## src/hmc_defines.svh

```systemverilog
// Register offsets, field positions, reset values and timing counts.
`ifndef HMC_DEFINES_SVH
`define HMC_DEFINES_SVH

`define HMC_REG_CTRL       4'h0
`define HMC_REG_IS_ADDR    4'h1
`define HMC_REG_FD_ADDR    4'h2
`define HMC_REG_STATUS     4'h3
`define HMC_REG_IS_SEEN    4'h4
`define HMC_REG_FD_SEEN    4'h5
`define HMC_REG_SLAVE_VAL  4'h6

`define HMC_CTRL_MODE_LSB  0
`define HMC_CTRL_MODE_MSB  1

`define HMC_ST_MODE_LSB    0
`define HMC_ST_MODE_MSB    1
`define HMC_ST_FITTED      2
`define HMC_ST_ADDR0_ALARM 3
`define HMC_ST_DUP_ALARM   4
`define HMC_ST_BUSY        5

`define HMC_IS_ADDR_RST    4'hf
`define HMC_FD_ADDR_RST    4'h0
`define HMC_SLAVE_VAL_RST  16'h0000
`define HMC_LAST_ADDR      4'hf

`define HMC_CLK_MHZ        40
`define HMC_POLL_US        1000
`define HMC_ANSWER_US      500
`define HMC_POLL_CYC       (`HMC_CLK_MHZ * `HMC_POLL_US)
`define HMC_ANSWER_CYC     (`HMC_CLK_MHZ * `HMC_ANSWER_US)

`endif

```

## src/hmc_pkg.sv

```systemverilog
// Types shared by the dual port mode control block.
package hmc_pkg;

    typedef enum logic [1:0] {
        HMC_MODE_ANALOG = 2'h0,
        HMC_MODE_SLAVE  = 2'h1,
        HMC_MODE_MASTER = 2'h2
    } hmc_mode_t;

    typedef enum logic [1:0] {
        HMC_ST_IDLE = 2'b01,
        HMC_ST_WAIT = 2'b10
    } hmc_state_t;

    typedef struct packed {
        hmc_mode_t   mode;
        logic [3:0]  is_addr;
        logic [3:0]  fd_addr;
        logic [15:0] slave_val;
        logic [15:0] is_seen;
        logic [15:0] fd_seen;
        logic [15:0] rdata;
        logic [2:0]  fit_sync;
        logic        fitted;
        hmc_state_t  state;
        logic        poll_bus;
        logic [3:0]  poll_addr;
        logic [15:0] tick_cnt;
        logic [15:0] wait_cnt;
        logic        poll_req;
        logic        is_resp;
        logic        fd_resp;
        logic [3:0]  resp_addr_is;
        logic [3:0]  resp_addr_fd;
    } hmc_state_regs_t;

endpackage

```

## src/hmc_mode_ctrl.sv

```systemverilog
// Mode, addressing and polling control for the two HART ports.
`timescale 1ns/1ps
`include "hmc_defines.svh"

module hmc_mode_ctrl
    import hmc_pkg::*;
#(
    parameter int POLL_CYCLES   = `HMC_POLL_CYC,
    parameter int ANSWER_CYCLES = `HMC_ANSWER_CYC
) (
    input  wire logic        clock_in,          // 40 MHz system clock
    input  wire logic        rst_in,            // async reset, active high
    input  wire logic [3:0]  reg_addr_in,       // register index
    input  wire logic [15:0] reg_wdata_in,      // register write data
    input  wire logic        reg_wr_in,         // write strobe
    input  wire logic        reg_rd_in,         // read strobe
    output logic      [15:0] reg_rdata_out,     // read data, cycle after
    input  wire logic        analog_fitted_in,  // variant strap pin
    input  wire logic        is_rx_valid_in,    // safe-bus request frame
    input  wire logic [3:0]  is_rx_addr_in,     // its polling address
    input  wire logic        fd_rx_valid_in,    // flameproof request frame
    input  wire logic [3:0]  fd_rx_addr_in,     // its polling address
    input  wire logic        poll_done_in,      // poll transaction ended
    input  wire logic        poll_found_in,     // instrument answered
    output logic             poll_req_out,      // start one poll, pulse
    output logic             poll_bus_out,      // 0 safe bus, 1 flameproof
    output logic      [3:0]  poll_addr_out,     // address being polled
    output logic             is_master_en_out,  // safe-bus master active
    output logic             is_slave_resp_out, // safe-bus answer, pulse
    output logic      [3:0]  is_resp_addr_out,  // address to answer with
    output logic             fd_slave_resp_out, // flameproof answer, pulse
    output logic      [3:0]  fd_resp_addr_out,  // address to answer with
    output logic      [15:0] slave_val_out,     // shared slave values
    output logic             fd_hart_en_out,    // HART modem on flameproof
    output logic             fd_loop_live_out,  // current follows value
    output logic             fd_loop_fixed_out, // current held fixed
    output logic             addr_alarm_out     // address check alarm
);

    ////////////////////////////////////////////////////////////////////////

    // Both counters start at zero, so each compares against one less than
    // its period; the default periods fit the sixteen-bit counters.
    localparam logic [15:0] POLL_LAST   = 16'(POLL_CYCLES - 1);
    localparam logic [15:0] ANSWER_LAST = 16'(ANSWER_CYCLES - 1);

    hmc_state_regs_t r;
    hmc_state_regs_t next_r;

    // Decoded views of the registered state, shared by the processes below.
    hmc_mode_t  eff_mode;
    logic       mode_analog;
    logic       mode_slave;
    logic       mode_master;
    logic       addr0_alarm;
    logic       dup_alarm;
    logic       poll_tick;
    logic       scan_end;

    ////////////////////////////////////////////////////////////////////////

    always_comb begin
        // no flameproof bus
        // Without analog hardware the port is forced to its quiet mode.
        eff_mode = r.fitted ? r.mode : HMC_MODE_ANALOG;
        mode_analog = (eff_mode == HMC_MODE_ANALOG);
        mode_slave  = (eff_mode == HMC_MODE_SLAVE);
        mode_master = (eff_mode == HMC_MODE_MASTER);

        addr0_alarm = r.is_seen[0] | r.fd_seen[0];
        // loops independent
        // Duplicates only matter while one master owns both buses.
        dup_alarm = mode_master && ((r.is_seen & r.fd_seen) != 16'h0000);

        // The scan of one bus ends after its highest address.
        poll_tick = (r.tick_cnt == POLL_LAST);
        scan_end = (r.poll_addr == `HMC_LAST_ADDR);
    end

    ////////////////////////////////////////////////////////////////////////

    always_comb begin
        next_r = r;
        next_r.poll_req = 1'b0;
        next_r.is_resp = 1'b0;
        next_r.fd_resp = 1'b0;
        next_r.rdata = 16'h0000;

        // A strap change counts only once the last two stages agree.
        next_r.fit_sync = {r.fit_sync[1:0], analog_fitted_in};
        if (r.fit_sync[1] == r.fit_sync[2]) begin
            next_r.fitted = r.fit_sync[2];
        end

        if (reg_wr_in) begin
            case (reg_addr_in)
                `HMC_REG_CTRL: begin
                    // Code 3 has no mode of its own and falls back to the
                    // quiet analog setting rather than an undefined one.
                    case (reg_wdata_in[`HMC_CTRL_MODE_MSB:
                                       `HMC_CTRL_MODE_LSB])
                        2'h1: begin
                            next_r.mode = HMC_MODE_SLAVE;
                        end
                        2'h2: begin
                            next_r.mode = HMC_MODE_MASTER;
                        end
                        default: begin
                            next_r.mode = HMC_MODE_ANALOG;
                        end
                    endcase
                end
                `HMC_REG_IS_ADDR: begin
                    next_r.is_addr = reg_wdata_in[3:0];
                end
                `HMC_REG_FD_ADDR: begin
                    next_r.fd_addr = reg_wdata_in[3:0];
                end
                `HMC_REG_SLAVE_VAL: begin
                    next_r.slave_val = reg_wdata_in;
                end
                default: begin
                end
            endcase
        end

        // Read data stand for one cycle and are zero otherwise, so a stale
        // value can never be mistaken for a fresh answer.
        if (reg_rd_in) begin
            case (reg_addr_in)
                `HMC_REG_CTRL: begin
                    next_r.rdata = {14'h0000, r.mode};
                end
                `HMC_REG_IS_ADDR: begin
                    next_r.rdata = {12'h000, r.is_addr};
                end
                `HMC_REG_FD_ADDR: begin
                    next_r.rdata = {12'h000, r.fd_addr};
                end
                `HMC_REG_STATUS: begin
                    // The effective mode is shown, not the written one.
                    next_r.rdata[`HMC_ST_MODE_MSB:`HMC_ST_MODE_LSB] =
                        eff_mode;
                    next_r.rdata[`HMC_ST_FITTED] = r.fitted;
                    next_r.rdata[`HMC_ST_ADDR0_ALARM] = addr0_alarm;
                    next_r.rdata[`HMC_ST_DUP_ALARM] = dup_alarm;
                    next_r.rdata[`HMC_ST_BUSY] = (r.state == HMC_ST_WAIT);
                end
                `HMC_REG_IS_SEEN: begin
                    next_r.rdata = r.is_seen;
                end
                `HMC_REG_FD_SEEN: begin
                    next_r.rdata = r.fd_seen;
                end
                `HMC_REG_SLAVE_VAL: begin
                    next_r.rdata = r.slave_val;
                end
                default: begin
                    next_r.rdata = 16'h0000;
                end
            endcase
        end

        // The safe-bus slave answers in every flameproof mode.
        // safe-bus slave
        if (is_rx_valid_in && (is_rx_addr_in == r.is_addr)) begin
            next_r.is_resp = 1'b1;
            next_r.resp_addr_is = r.is_addr;
        end

        // In master mode the safe-bus address is the only slave address.
        // flameproof slave
        if (fd_rx_valid_in) begin
            if (mode_slave && (fd_rx_addr_in == r.fd_addr)) begin
                next_r.fd_resp = 1'b1;
                next_r.resp_addr_fd = r.fd_addr;
            end else if (mode_master && (fd_rx_addr_in == r.is_addr)) begin
                next_r.fd_resp = 1'b1;
                next_r.resp_addr_fd = r.is_addr;
            end
        end

        // The poll interval runs freely; a tick that lands while a poll
        // is still open is skipped rather than queued.
        if (poll_tick) begin
            next_r.tick_cnt = 16'h0000;
        end else begin
            next_r.tick_cnt = r.tick_cnt + 16'h0001;
        end

        case (r.state)
            HMC_ST_IDLE: begin
                if (poll_tick) begin
                    // Each poll gets its own answer window from zero.
                    next_r.poll_req = 1'b1;
                    next_r.wait_cnt = 16'h0000;
                    next_r.state = HMC_ST_WAIT;
                end
            end
            HMC_ST_WAIT: begin
                if (poll_done_in || (r.wait_cnt == ANSWER_LAST)) begin
                    // A timeout clears the bit, so a removed instrument
                    // drops out of the map on its next poll.
                    // record found
                    if (r.poll_bus) begin
                        next_r.fd_seen[r.poll_addr] =
                            poll_done_in & poll_found_in;
                    end else begin
                        next_r.is_seen[r.poll_addr] =
                            poll_done_in & poll_found_in;
                    end
                    // Address 0 is polled too, so a misaddressed instrument
                    // raises the alarm; the address wraps from the last
                    // back to 0 by itself.
                    next_r.poll_addr = r.poll_addr + 4'h1;
                    if (scan_end) begin
                        next_r.poll_bus = mode_master & ~r.poll_bus;
                    end
                    next_r.state = HMC_ST_IDLE;
                end else begin
                    next_r.wait_cnt = r.wait_cnt + 16'h0001;
                end
            end
            default: next_r.state = HMC_ST_IDLE;
        endcase

        // Stale flameproof results would raise false duplicate alarms.
        if (!mode_master) begin
            next_r.fd_seen = 16'h0000;
            if (r.state == HMC_ST_IDLE) begin
                next_r.poll_bus = 1'b0;
            end
        end
    end

    ////////////////////////////////////////////////////////////////////////

    always_ff @(posedge clock_in or posedge rst_in) begin
        if (rst_in) begin
            r.mode <= HMC_MODE_ANALOG;
            r.is_addr <= `HMC_IS_ADDR_RST;
            r.fd_addr <= `HMC_FD_ADDR_RST;
            r.slave_val <= `HMC_SLAVE_VAL_RST;

            // Observed maps start empty until the first scan has run.
            r.is_seen <= 16'h0000;
            r.fd_seen <= 16'h0000;
            r.rdata <= 16'h0000;

            // The strap reads as absent until the synchroniser settles.
            r.fit_sync <= 3'h0;
            r.fitted <= 1'b0;

            r.state <= HMC_ST_IDLE;
            r.poll_bus <= 1'b0;
            r.poll_addr <= 4'h0;
            r.tick_cnt <= 16'h0000;
            r.wait_cnt <= 16'h0000;

            r.poll_req <= 1'b0;
            r.is_resp <= 1'b0;
            r.fd_resp <= 1'b0;
            r.resp_addr_is <= 4'h0;
            r.resp_addr_fd <= 4'h0;
        end else begin
            r <= next_r;
        end
    end

    ////////////////////////////////////////////////////////////////////////

    always_comb begin
        reg_rdata_out = r.rdata;

        poll_req_out = r.poll_req;
        poll_bus_out = r.poll_bus;
        poll_addr_out = r.poll_addr;

        is_master_en_out = 1'b1;

        is_slave_resp_out = r.is_resp;
        is_resp_addr_out = r.resp_addr_is;
        fd_slave_resp_out = r.fd_resp;
        fd_resp_addr_out = r.resp_addr_fd;

        slave_val_out = r.slave_val;

        fd_hart_en_out = mode_slave | mode_master;

        // Live current flows only in analog mode or at slave address 0;
        // a variant without analog hardware drives neither current.
        // fixed current
        fd_loop_live_out = r.fitted &
            (mode_analog | (mode_slave & (r.fd_addr == 4'h0)));
        fd_loop_fixed_out = r.fitted & ~mode_analog &
            ~(mode_slave & (r.fd_addr == 4'h0));

        addr_alarm_out = addr0_alarm | dup_alarm;
    end

endmodule

```

## config.mk

```make
export PLATFORM = sky130hd
export DESIGN_NAME = hmc_mode_ctrl
export DESIGN_NICKNAME = d
export VERILOG_FILES = /design/src/hmc_pkg.sv /design/src/hmc_mode_ctrl.sv
export VERILOG_INCLUDE_DIRS = /design/src
export SDC_FILE = /design/constraint.sdc
export NUM_CORES = 1
export LEC_CHECK = 0
export BUFFER_PORTS_ARGS = -buffer_cell sky130_fd_sc_hd__buf_2
export CORE_UTILIZATION = 63
export CTS_CLUSTER_DIAMETER = 200
export DETAILED_ROUTE_END_ITERATION = 12
export PLACE_DENSITY = 0.92
export SKIP_CTS_REPAIR_TIMING = 1
export SYNTH_ARGS = -nofsm -noshare
export SYNTH_HDL_FRONTEND = slang
export SYNTH_SLANG_ARGS = --single-unit
```

## constraint.sdc

```tcl
create_clock -name clock_in -period 7.7 [get_ports clock_in]
set_clock_uncertainty 0.2 [all_clocks]
set_input_delay 1.155 -clock clock_in [delete_from_list [all_inputs] [get_ports clock_in]]
set_output_delay 1.155 -clock clock_in [all_outputs]
set_load 0.01 [all_outputs]
```

==> results.sh, run 1 <==
export IMPL_status="complete, no violations"
export IMPL_avgSynthCellArea_um2=10.26
export IMPL_syn_to_final_growth_pct=11.20
export IMPL_start_util_pct=65.26
export IMPL_diodes=0
export IMPL_wl_per_cell_um=18.09
export IMPL_clock_power_share_pct=45.3
export IMPL_grt_pass1_wl_mm=25.26
export IMPL_switching_share_pct=23.87
export IMPL_min_to="next_r[53]$_DFF_PP0_"
export IMPL_synth_fp_nets=706
export IMPL_netlist_area_um2=6738
export IMPL_ys_flop_type="dfrtp_1"
export IMPL_multi_input_area_um2=3019
export IMPL_final_util_pct=72.57
export IMPL_cts_buffers=17
export IMPL_fillCellCount=703
export IMPL_ys_ff_latch=128
export IMPL_r2r_end="r[20]$_DFFE_PP0P_"
export IMPL_yosysSeqAreaShare_pct=47.63
export IMPL_endpoint_kind="output port"
export IMPL_antenna_found_initial=0
export IMPL_drive_gt1_share_pct=24.89
export IMPL_dr_pass1_iters=5
export IMPL_cp_max_fo=19
export IMPL_htreeDepth=4
export IMPL_r2r_start="r[36]$_DFF_PP0_"
export IMPL_die_height_um=105.4
export IMPL_first_iter_violations=389
export IMPL_rsz0062_at_grt="false"
export IMPL_port_buffers=88
export IMPL_cts_sinks=128
export IMPL_cts_tree="yes"
export IMPL_fin_tns_setup_ns=0
export IMPL_intPower_uw=1343
export IMPL_hp_class="reg2reg"
export IMPL_combPwrFrac_pct=10.8
export IMPL_routed_wl_mm=15.17
export IMPL_synth_edf_count=0
export IMPL_ant_nets=0
export IMPL_clkTransAtPathRegs_ns=0.05
export IMPL_std_cell_rows=37
export IMPL_setup_viol=0
export IMPL_place_hpwl_mm=10.36
export IMPL_drcViolationCount=0
export IMPL_period_share_pct=50.37
export IMPL_insertion_delay_ns=0.53
export IMPL_synth_cell_types=64
export IMPL_holdPathStages=0
export IMPL_fin_nets=739
export IMPL_die_area_um2=11110
export IMPL_gp_congestion=0.8822
export IMPL_holdWs_ns=0.1611
export IMPL_io_pins=90
export IMPL_power_density_nw_per_um2=235.4
export IMPL_grt_max_degree=81
export IMPL_r2r_slack_ns=4.49
export IMPL_root_buffer="clkbuf_8"
export IMPL_async_flop_share_pct=100.0
export IMPL_vias=5229
export IMPL_timing_fmax_mhz=257.8
export IMPL_peakVddDrop_mv=0.1870
export IMPL_crit_arrival_ns=2.52
export IMPL_relSlewSlack_pct=28.31
export IMPL_power_frac_seq_pct=43.9
export IMPL_synth_warnings=0
export IMPL_core_um2=10320
export IMPL_hold_start="next_r[52]$_DFF_PP0_"
export IMPL_overflow=0
export IMPL_path_class="reg2out"
export IMPL_p_sw_uw=421.0
export IMPL_post_drt_via_cell_ratio=6.232
export IMPL_power_leakage_uw=0.003391
export IMPL_syn_inst=657
export IMPL_slew_viol_final=0
export IMPL_required_ns=6.34
export IMPL_cap_violations=0
export IMPL_final_hold_violation_count=0
export IMPL_period_minus_slack_ns=3.879
export IMPL_first_global_vias=5085
export IMPL_cts_path_max_buffers=2
export IMPL_cp_start_kind="register"
export IMPL_final_seq_area_um2=3209
export IMPL_worstRegToRegCells=5
export IMPL_worstMarginPinSlew_ns=1.073
export IMPL_grtUsageTotal_pct=29.46
export IMPL_die_w_um=105.4
==> power by group through the flow <==
stage | sequential (uW) | combinational [uW] | clock [uW]
6_report | 773 | 191 | 799
4_1_cts | 771 | 193 | 811
2_1_floorplan | 764 | 171 | 0
5_1_grt | 777 | 210 | 842
3_5_place_dp | 781 | 191 | 0
3_3_place_gp | 778 | 183 | 0
==> Yosys cell counts (3+ instances only) <==
master    count  area (um2)
nand4_1       8       50.05
nor2_1       40       150.1
o31ai_1      18       135.1
nor3_1        3       15.01
nand2b_1     10       62.56
and2_1       11       68.82
o41ai_2       3       48.80
buf_1         3       11.26
nor4_1        5       31.28
o21ai_1      35       175.2
o21ai_0      23       115.1
mux2i_1      14       140.1
a41oi_1       4       35.03
o21a_1        3       22.52
clkbuf_1     24       90.09
dfstp_2       5       131.4
o31ai_2       7       87.58
a221oi_1      5       43.79
inv_1        11       41.29
nor3b_1       3       22.52
a22o_1        4       35.03
dfrtp_1     123        3078
nand3_1      23       115.1
xor2_1       14       122.6
a22oi_1       4       30.03
mux2_2       39       439.2
a21oi_1      40       200.2
ha_1         12       150.1
xnor2_1      13       113.9
o31a_1        3       26.28
and3_1        5       31.28
buf_4        45       337.8
nand2_1      47       176.4
nor2b_1      11       68.82
==> registers in the layout (all words and copies together) (netlist names) <==
name	count
is_slave_resp_out	1
poll_req_out	1
next_r	2
reg_rdata_out	16
slave_val_out	16
is_resp_addr_out	4
fd_resp_addr_out	4
poll_bus_out	1
r	78
fd_slave_resp_out	1
poll_addr_out	4
==> layout by cell type, fill, tap and decap left out, types with 7 or more instances in the layout <==
cell and instances:
nor2b_1 11, nor2_1 40, ha_1 12, buf_2 88, mux2i_1 14, clkbuf_16 16, o21ai_1 35, nand3_1 23
o31ai_2 7, mux2_2 39, dfrtp_1 123, nand4_1 8, inv_1 10, nand2_1 47, o21ai_0 23, xor2_1 14
o31ai_1 18, and2_1 11, a21oi_1 40, xnor2_1 13, nand2b_1 10
==> kinds of logic (layout without fill, tap and decap cells) <==
kind of cell             after synthesis  after routing  share of synthesized area, %
AO/OA/AOI/OAI                        159            159                         15.54
XOR/XNOR                              27             27                         3.510
adder cells (fa/ha/maj)               13             13                         2.377
buffers and inverters                 88            134                         7.558
flip-flops                           128            128                         47.63
multiplexers                          55             55                         8.932
other                                  1              1                       0.05566
AND/OR/NAND/NOR                      186            186                         14.39
==> worst max path at each step <==
| stage | start | end | slack (ns) | cells past startpoint |
|---|---|---|---|---|
| after floorplan | rst_in | fd_resp_addr_out[0]$_DFFE_PP0P_ | 2.94 | 1 |
| after global placement | reg_addr_in[1] | slave_val_out[4]$_DFFE_PP0P_ | 4.38 | 3 |
| after detailed placement | reg_addr_in[0] | reg_rdata_out[1]$_DFF_PP0_ | 4.25 | 6 |
| after CTS | r[50]$_DFFE_PP0N_ | addr_alarm_out | 3.81 | 6 |
| after global routing | r[50]$_DFFE_PP0N_ | addr_alarm_out | 3.62 | 6 |
| final | r[50]$_DFFE_PP0N_ | addr_alarm_out | 3.82 | 6 |
==> cell type report <==
class,count,area share (%)
Clock buffer,27,6.563
Clock inverter,5,1.369
Inverter,13,0.6847
Multi-Input combinational cell,441,40.30
Sequential cell,128,42.84
Tap cell,136,2.271
Timing Repair Buffer,89,5.979
==> per-stage QoR <==
step	cell area [um2]	power, uW	setup WS [ns]	instances
floorplan	6738	934.9	2.941	657
global placement	6898	960.6	4.375	807
detailed placement	6898	971.6	4.254	807
CTS	7492	1774	3.809	839
global route	7492	1830	3.618	839
finish	7492	1764	3.821	839
==> metal layers <==
| layer | part of all wire (%) | global-route usage (%) |
|---|---|---|
| met5 | 0 | 0 |
| met4 | 2.5 | 12.58 |
| met3 | 6.5 | 7.421 |
| met2 | 50 | 47.79 |
| met1 | 41 | 37.69 |
==> worst max-delay path: stages, from the launching register on <==
cell and delay (ns):
dfrtp_1 0.46, nand2_1 0.14, inv_1 0.08, ha_1 0.23, clkinv_1 0.47, o21ai_0 0.42, buf_2 0.19
Note: power is estimated with default switching activity, not from simulation.
==> run 2: changes to the inputs <==
--- a/config.mk
+++ b/config.mk
@@ -7,10 +7,10 @@
 export NUM_CORES = 1
 export LEC_CHECK = 0
 export BUFFER_PORTS_ARGS = -buffer_cell sky130_fd_sc_hd__buf_2
-export CORE_UTILIZATION = 63
+export CORE_UTILIZATION = 58
 export CTS_CLUSTER_DIAMETER = 200
 export DETAILED_ROUTE_END_ITERATION = 12
-export PLACE_DENSITY = 0.92
+export PLACE_DENSITY = 0.86
 export SKIP_CTS_REPAIR_TIMING = 1
 export SYNTH_ARGS = -nofsm -noshare
 export SYNTH_HDL_FRONTEND = slang
==> constraint.sdc (replaced) <==
create_clock -name clock_in -period 3.9 [get_ports clock_in]
set_clock_uncertainty 0.2 [all_clocks]
set_input_delay 0.585 -clock clock_in [delete_from_list [all_inputs] [get_ports clock_in]]
set_output_delay 0.585 -clock clock_in [all_outputs]
set_load 0.01 [all_outputs]
==> run 2 against run 1 <==
Compared with the run above:
- non-clock buffer count rose by 5
- cell count rose by 0.95%
- clock power rose by 120%
- sequential share of layout area fell by 0.62 points
- critical path type unchanged
- critical endpoint unchanged
==> results.sh, run 2 (same netlist as run 1, synthesis figures left out) <==
export IMPL_drive_gt1_share_pct=26.17
export IMPL_insertion_delay_ns=0.42
export IMPL_timing_fmax_mhz=314.2
export IMPL_htreeDepth=4
export IMPL_post_drt_via_cell_ratio=6.207
export IMPL_intPower_uw=2761
export IMPL_power_leakage_uw=0.003444
export IMPL_die_w_um=109.8
export IMPL_relSlewSlack_pct=32.04
export IMPL_cts_sinks=128
export IMPL_vias=5257
export IMPL_place_hpwl_mm=10.85
export IMPL_cts_tree="yes"
export IMPL_final_hold_violation_count=0
export IMPL_cts_path_max_buffers=2
export IMPL_critPathBufInv=3
export IMPL_fin_nets=744
export IMPL_core_um2=11080
export IMPL_combPwrFrac_pct=10.6
export IMPL_final_area_um2=7602
export IMPL_mostFrequentLayoutCell="dfrtp_1"
export IMPL_clock_power_share_pct=47.4
export IMPL_antenna_found_initial=0
export IMPL_pre_cts_slack_ns=1.164
export IMPL_p_sw_uw=863.3
export IMPL_fin_cells=847
export IMPL_cp_start_kind="register"
export IMPL_status="complete, no violations"
export IMPL_peakVddDrop_mv=0.3800
export IMPL_dr_pass1_iters=6
export IMPL_r2r_slack_ns=1.13
export IMPL_overflow=0
export IMPL_gp_congestion=0.8971
export IMPL_setup_viol=0
export IMPL_cts_buffers=17
export IMPL_rsz0062_at_grt="false"
export IMPL_crit_arrival_ns=2.40
export IMPL_diodes=0
export IMPL_crit_chain="nand2_1 > inv_1 > ha_1 > clkinv_1 > o21ai_0 > buf_2"
export IMPL_switching_share_pct=23.82
export IMPL_routed_wl_mm=15.70
export IMPL_root_buffer="clkbuf_16"
export IMPL_crit_family="buffers and inverters"
export IMPL_first_global_vias=5212
export IMPL_hp_class="in2reg"
export IMPL_endpoint_kind="output port"
export IMPL_largest_reg_flops=78
export IMPL_place_inst=816
export IMPL_path_class="reg2out"
export IMPL_cp_max_fo=19
export IMPL_drcViolationCount=0
export IMPL_io_pins=90
export IMPL_holdWs_ns=0.08048
export IMPL_die_height_um=109.8
export IMPL_cap_violations=0
export IMPL_slew_viol_final=0
export IMPL_slowest_delay_ns=0.48
export IMPL_power_frac_seq_pct=42.0
export IMPL_fin_tns_setup_ns=0
export IMPL_fillCellCount=766
export IMPL_ant_nets=0
export IMPL_fin_ws_ns=0.7168
export IMPL_worstMarginPinSlew_ns=1.010
export IMPL_clkTransAtPathRegs_ns=0.05
export IMPL_grt_pass1_wl_mm=25.39
export IMPL_power_density_nw_per_um2=476.7
export IMPL_grtUsageTotal_pct=28.08
export IMPL_start_util_pct=60.82
export IMPL_std_cell_rows=38
export IMPL_port_buffers=88
export IMPL_regMostFlops="r"
export IMPL_period_share_pct=81.62
export IMPL_first_iter_violations=423
export IMPL_die_area_um2=12050
export IMPL_syn_to_final_growth_pct=12.83
export IMPL_place_area_um2=6954
export IMPL_grt_max_degree=82
export IMPL_most_common_layout_cells="dfrtp_1 (123), buf_2 (88), nand2_1 (47), nor2_1 (40), a21oi_1 (40)"
export IMPL_wl_per_cell_um=18.54
export IMPL_required_ns=3.12
export IMPL_cpMaxStageDelayCell="clkinv_1"
export IMPL_period_minus_slack_ns=3.183
==> run 2: changes by cell type in the layout (fill, tap and decap cells not counted), sizes merged <==
cell	before	now
clkbuf	27	22
clkinvlp	1	3
buf	89	94
inv	11	10
clkinv	3	5
bufinv	3	4
==> run 2: layout make-up <==
cell class | count | area, um2 | share of cell area, %
flip-flops and latches | 128 | 3209 | 42.22
multi-input cells | 441 | 3019 | 39.71
repair buffers | 94 | 498.0 | 6.550
clock buffers | 22 | 494.2 | 6.501
well taps | 140 | 175.2 | 2.304
clock inverters | 9 | 153.9 | 2.024
inverters | 13 | 52.55 | 0.6912
==> run 2: layer usage <==
layer  vias to the layer above  GRT usage, %  wire length, um  share of wire [%]
li1                       2389             -                -                  -
met1                      2567         33.20             6059                 39
met2                       254         47.63             8013                 51
met3                        47         6.876             1174                7.5
met4                         0         13.81              457                2.9
met5                         -             0                0                  0
==> run 2: metrics by stage <==
| step | utilization (%) | total power (uW) |
|---|---|---|
| 5_1_grt | 68.62 | 3748 |
| 2_1_floorplan | - | 1846 |
| 3_5_place_dp | 62.77 | 1925 |
| 6_report | 68.62 | 3624 |
| 4_1_cts | 68.62 | 3634 |
| 3_3_place_gp | 62.77 | 1903 |
==> run 2: power by group through the flow <==
stage	sequential, uW	clock, uW	combinational [uW]
finish	1520	1720	384
detailed placement	1540	0	383
CTS	1520	1730	387
global route	1540	1790	423
global placement	1540	0	367
floorplan	1510	0	337
==> run 2: final timing paths <==
check,startpoint,end,cells after the start
max reg2reg,r[36]$_DFF_PP0_,r[14]$_DFFE_PP0P_,5
min reg2reg,next_r[52]$_DFF_PP0_,next_r[53]$_DFF_PP0_,0
min in group asynchronous,rst_in,r[31]$_DFF_PP0_,2
max in group asynchronous,rst_in,r[122]$_DFFE_PP1P_,3
min,analog_fitted_in,next_r[52]$_DFF_PP0_,1
max,r[50]$_DFFE_PP0N_,addr_alarm_out,6
==> run 3: changes to the inputs <==
--- a/config.mk
+++ b/config.mk
@@ -7,10 +7,10 @@
 export NUM_CORES = 1
 export LEC_CHECK = 0
 export BUFFER_PORTS_ARGS = -buffer_cell sky130_fd_sc_hd__buf_2
-export CORE_UTILIZATION = 58
+export CORE_UTILIZATION = 52
 export CTS_CLUSTER_DIAMETER = 200
 export DETAILED_ROUTE_END_ITERATION = 12
-export PLACE_DENSITY = 0.86
+export PLACE_DENSITY = 0.82
 export SKIP_CTS_REPAIR_TIMING = 1
 export SYNTH_ARGS = -nofsm -noshare
 export SYNTH_HDL_FRONTEND = slang
==> constraint.sdc (replaced) <==
create_clock -name clock_in -period 2.8 [get_ports clock_in]
set_clock_uncertainty 0.2 [all_clocks]
set_input_delay 0.42 -clock clock_in [delete_from_list [all_inputs] [get_ports clock_in]]
set_output_delay 0.42 -clock clock_in [all_outputs]
set_load 0.01 [all_outputs]
==> run 3 against run 2 <==
Compared with the run above:
- the flow now finishes with violations (hold timing)
- final area grew 0.76%
- die area is 11% higher
- critical path depth is 1 lower
- first-iteration DRC count is 11% lower
- via count down 0.70%
- total power is 35% higher
- cell count increased by 4.8%
- sequential cell count did not move
- worst setup slack got worse by 0.62 ns
- sequential share of layout area fell by 0.32 points
- critical path type is now reg2reg
- largest power group unchanged
==> results.sh, run 3 (same netlist as run 1, synthesis figures left out) <==
export IMPL_cts_buffers=17
export IMPL_p_sw_uw=1234
export IMPL_slowest_delay_ns=0.59
export IMPL_worstRegToRegCells=5
export IMPL_cp_num_cells=5
export IMPL_antenna_found_initial=0
export IMPL_most_common_layout_cells="dfrtp_1 (123), buf_2 (88), nand2_1 (47), nor2_1 (40), a21oi_1 (40)"
export IMPL_diodes=0
export IMPL_overflow=0
export IMPL_r2r_start="r[18]$_DFFE_PP0P_"
export IMPL_period_share_pct=96.64
export IMPL_wl_per_cell_um=17.52
export IMPL_power_frac_seq_pct=43.5
export IMPL_dr_pass1_iters=5
export IMPL_final_area_um2=7660
export IMPL_die_area_um2=13420
export IMPL_syn_to_final_growth_pct=13.69
export IMPL_first_global_vias=5065
export IMPL_largest_reg_flops=78
export IMPL_regMostFlops="r"
export IMPL_io_pins=90
export IMPL_slew_viol_final=0
export IMPL_grtUsageTotal_pct=24.14
export IMPL_cts_path_max_buffers=2
export IMPL_port_buffers=88
export IMPL_cpMaxStageDelayCell="nor4b_1"
export IMPL_fin_nets=752
export IMPL_power_density_nw_per_um2=636.8
export IMPL_drcViolationCount=0
export IMPL_vias=5220
export IMPL_final_util_pct=60.70
export IMPL_peakVddDrop_mv=0.3776
export IMPL_pre_cts_slack_ns=0.1675
export IMPL_drive_gt1_share_pct=27.23
export IMPL_switching_share_pct=25.29
export IMPL_cts_sinks=128
export IMPL_setup_viol=0
export IMPL_worstMarginPinSlew_ns=0.7243
export IMPL_combPwrFrac_pct=11.1
export IMPL_die_w_um=115.8
export IMPL_timing_fmax_mhz=369.6
export IMPL_r2r_end="r[77]$_DFFE_PP0P_"
export IMPL_cts_tree="yes"
export IMPL_place_area_um2=7047
export IMPL_crit_arrival_ns=2.79
export IMPL_crit_family="simple AND/OR/NAND/NOR gates"
export IMPL_core_um2=12620
export IMPL_gp_congestion=0.9118
export IMPL_post_drt_via_cell_ratio=5.878
export IMPL_endpoint_kind="register"
export IMPL_grt_max_degree=129
export IMPL_status="complete, but fails checks"
export IMPL_routed_wl_mm=15.55
export IMPL_clkTransAtPathRegs_ns=0.06
export IMPL_fin_cells=888
export IMPL_start_util_pct=53.39
export IMPL_crit_chain="nor4b_1 > a41oi_2 > or3_1 > o21ai_1 > a21oi_1"
export IMPL_std_cell_rows=41
export IMPL_root_buffer="clkbuf_16"
export IMPL_clock_power_share_pct=45.4
export IMPL_cp_start_kind="register"
export IMPL_r2r_slack_ns=0.09
export IMPL_die_height_um=115.8
export IMPL_relSlewSlack_pct=51.71
export IMPL_path_class="reg2reg"
export IMPL_final_hold_violation_count=14
export IMPL_violations="hold timing"
export IMPL_intPower_uw=3644
export IMPL_place_hpwl_mm=10.53
export IMPL_fin_ws_ns=0.09411
export IMPL_critPathBufInv=0
export IMPL_insertion_delay_ns=0.41
export IMPL_place_inst=855
export IMPL_hp_class="in2async"
export IMPL_htreeDepth=4
export IMPL_mostFrequentLayoutCell="dfrtp_1"
export IMPL_crit_path_start="r[18]$_DFFE_PP0P_"
export IMPL_period_minus_slack_ns=2.706
export IMPL_cp_max_fo=10
export IMPL_holdWs_ns=-0.03653
export IMPL_power_leakage_uw=0.003455
export IMPL_ant_nets=0
export IMPL_first_iter_violations=377
export IMPL_cap_violations=0
export IMPL_crit_end="r[77]$_DFFE_PP0P_"
export IMPL_required_ns=2.88
export IMPL_grt_pass1_wl_mm=25.08
## run 3: how the worst min path moves through the flow
stage | from | slack (ns) | to
final | rst_in | -0.04 | poll_addr_out[1]$_DFFE_PP0P_
after global routing | reg_wdata_in[4] | 0.02 | slave_val_out[4]$_DFFE_PP0P_
after CTS | analog_fitted_in | -0.09 | next_r[52]$_DFF_PP0_
after detailed placement | next_r[52]$_DFF_PP0_ | 0.15 | next_r[53]$_DFF_PP0_
after global placement | next_r[52]$_DFF_PP0_ | 0.15 | next_r[53]$_DFF_PP0_
after floorplan | next_r[52]$_DFF_PP0_ | 0.13 | next_r[53]$_DFF_PP0_
## run 3: routing by layer
metal  GRT usage, %  vias to the layer above  wire, um  share of wire, %
li1               -                     2401         -                 -
met1          29.88                     2562      6343                41
met2          40.56                      220      7855                51
met3          5.910                       37       974               6.3
met4          9.829                        0       380               2.4
met5              0                        -         0                 0
## run 3: tightest hold or removal path: cells and delay by family
kind                   cells  cell delay (ns)
buffers and inverters      3             0.63
## run 3: power groups by stage
stage	sequential, uW	combinational, uW	clock, uW
2_1_floorplan	2100	469	0
3_3_place_gp	2140	516	0
3_5_place_dp	2150	535	0
4_1_cts	2120	542	2230
5_1_grt	2140	599	2310
6_report	2120	540	2220
## run 3: area by class of cell
type	count	area, um2
fillers	1033	4960
flip-flops and latches	128	3209
multi-input cells	441	3028
repair buffers	102	560.5
clock buffers	17	425.4
well taps	172	215.2
clock inverters	15	168.9
inverters	13	52.55
## run 3: metrics by stage
stage          total power, uW  TNS, ns
2_1_floorplan             2571        0
3_5_place_dp              2683        0
6_report                  4878        0
3_3_place_gp              2653        0
4_1_cts                   4890        0
5_1_grt                   5050  -0.1016
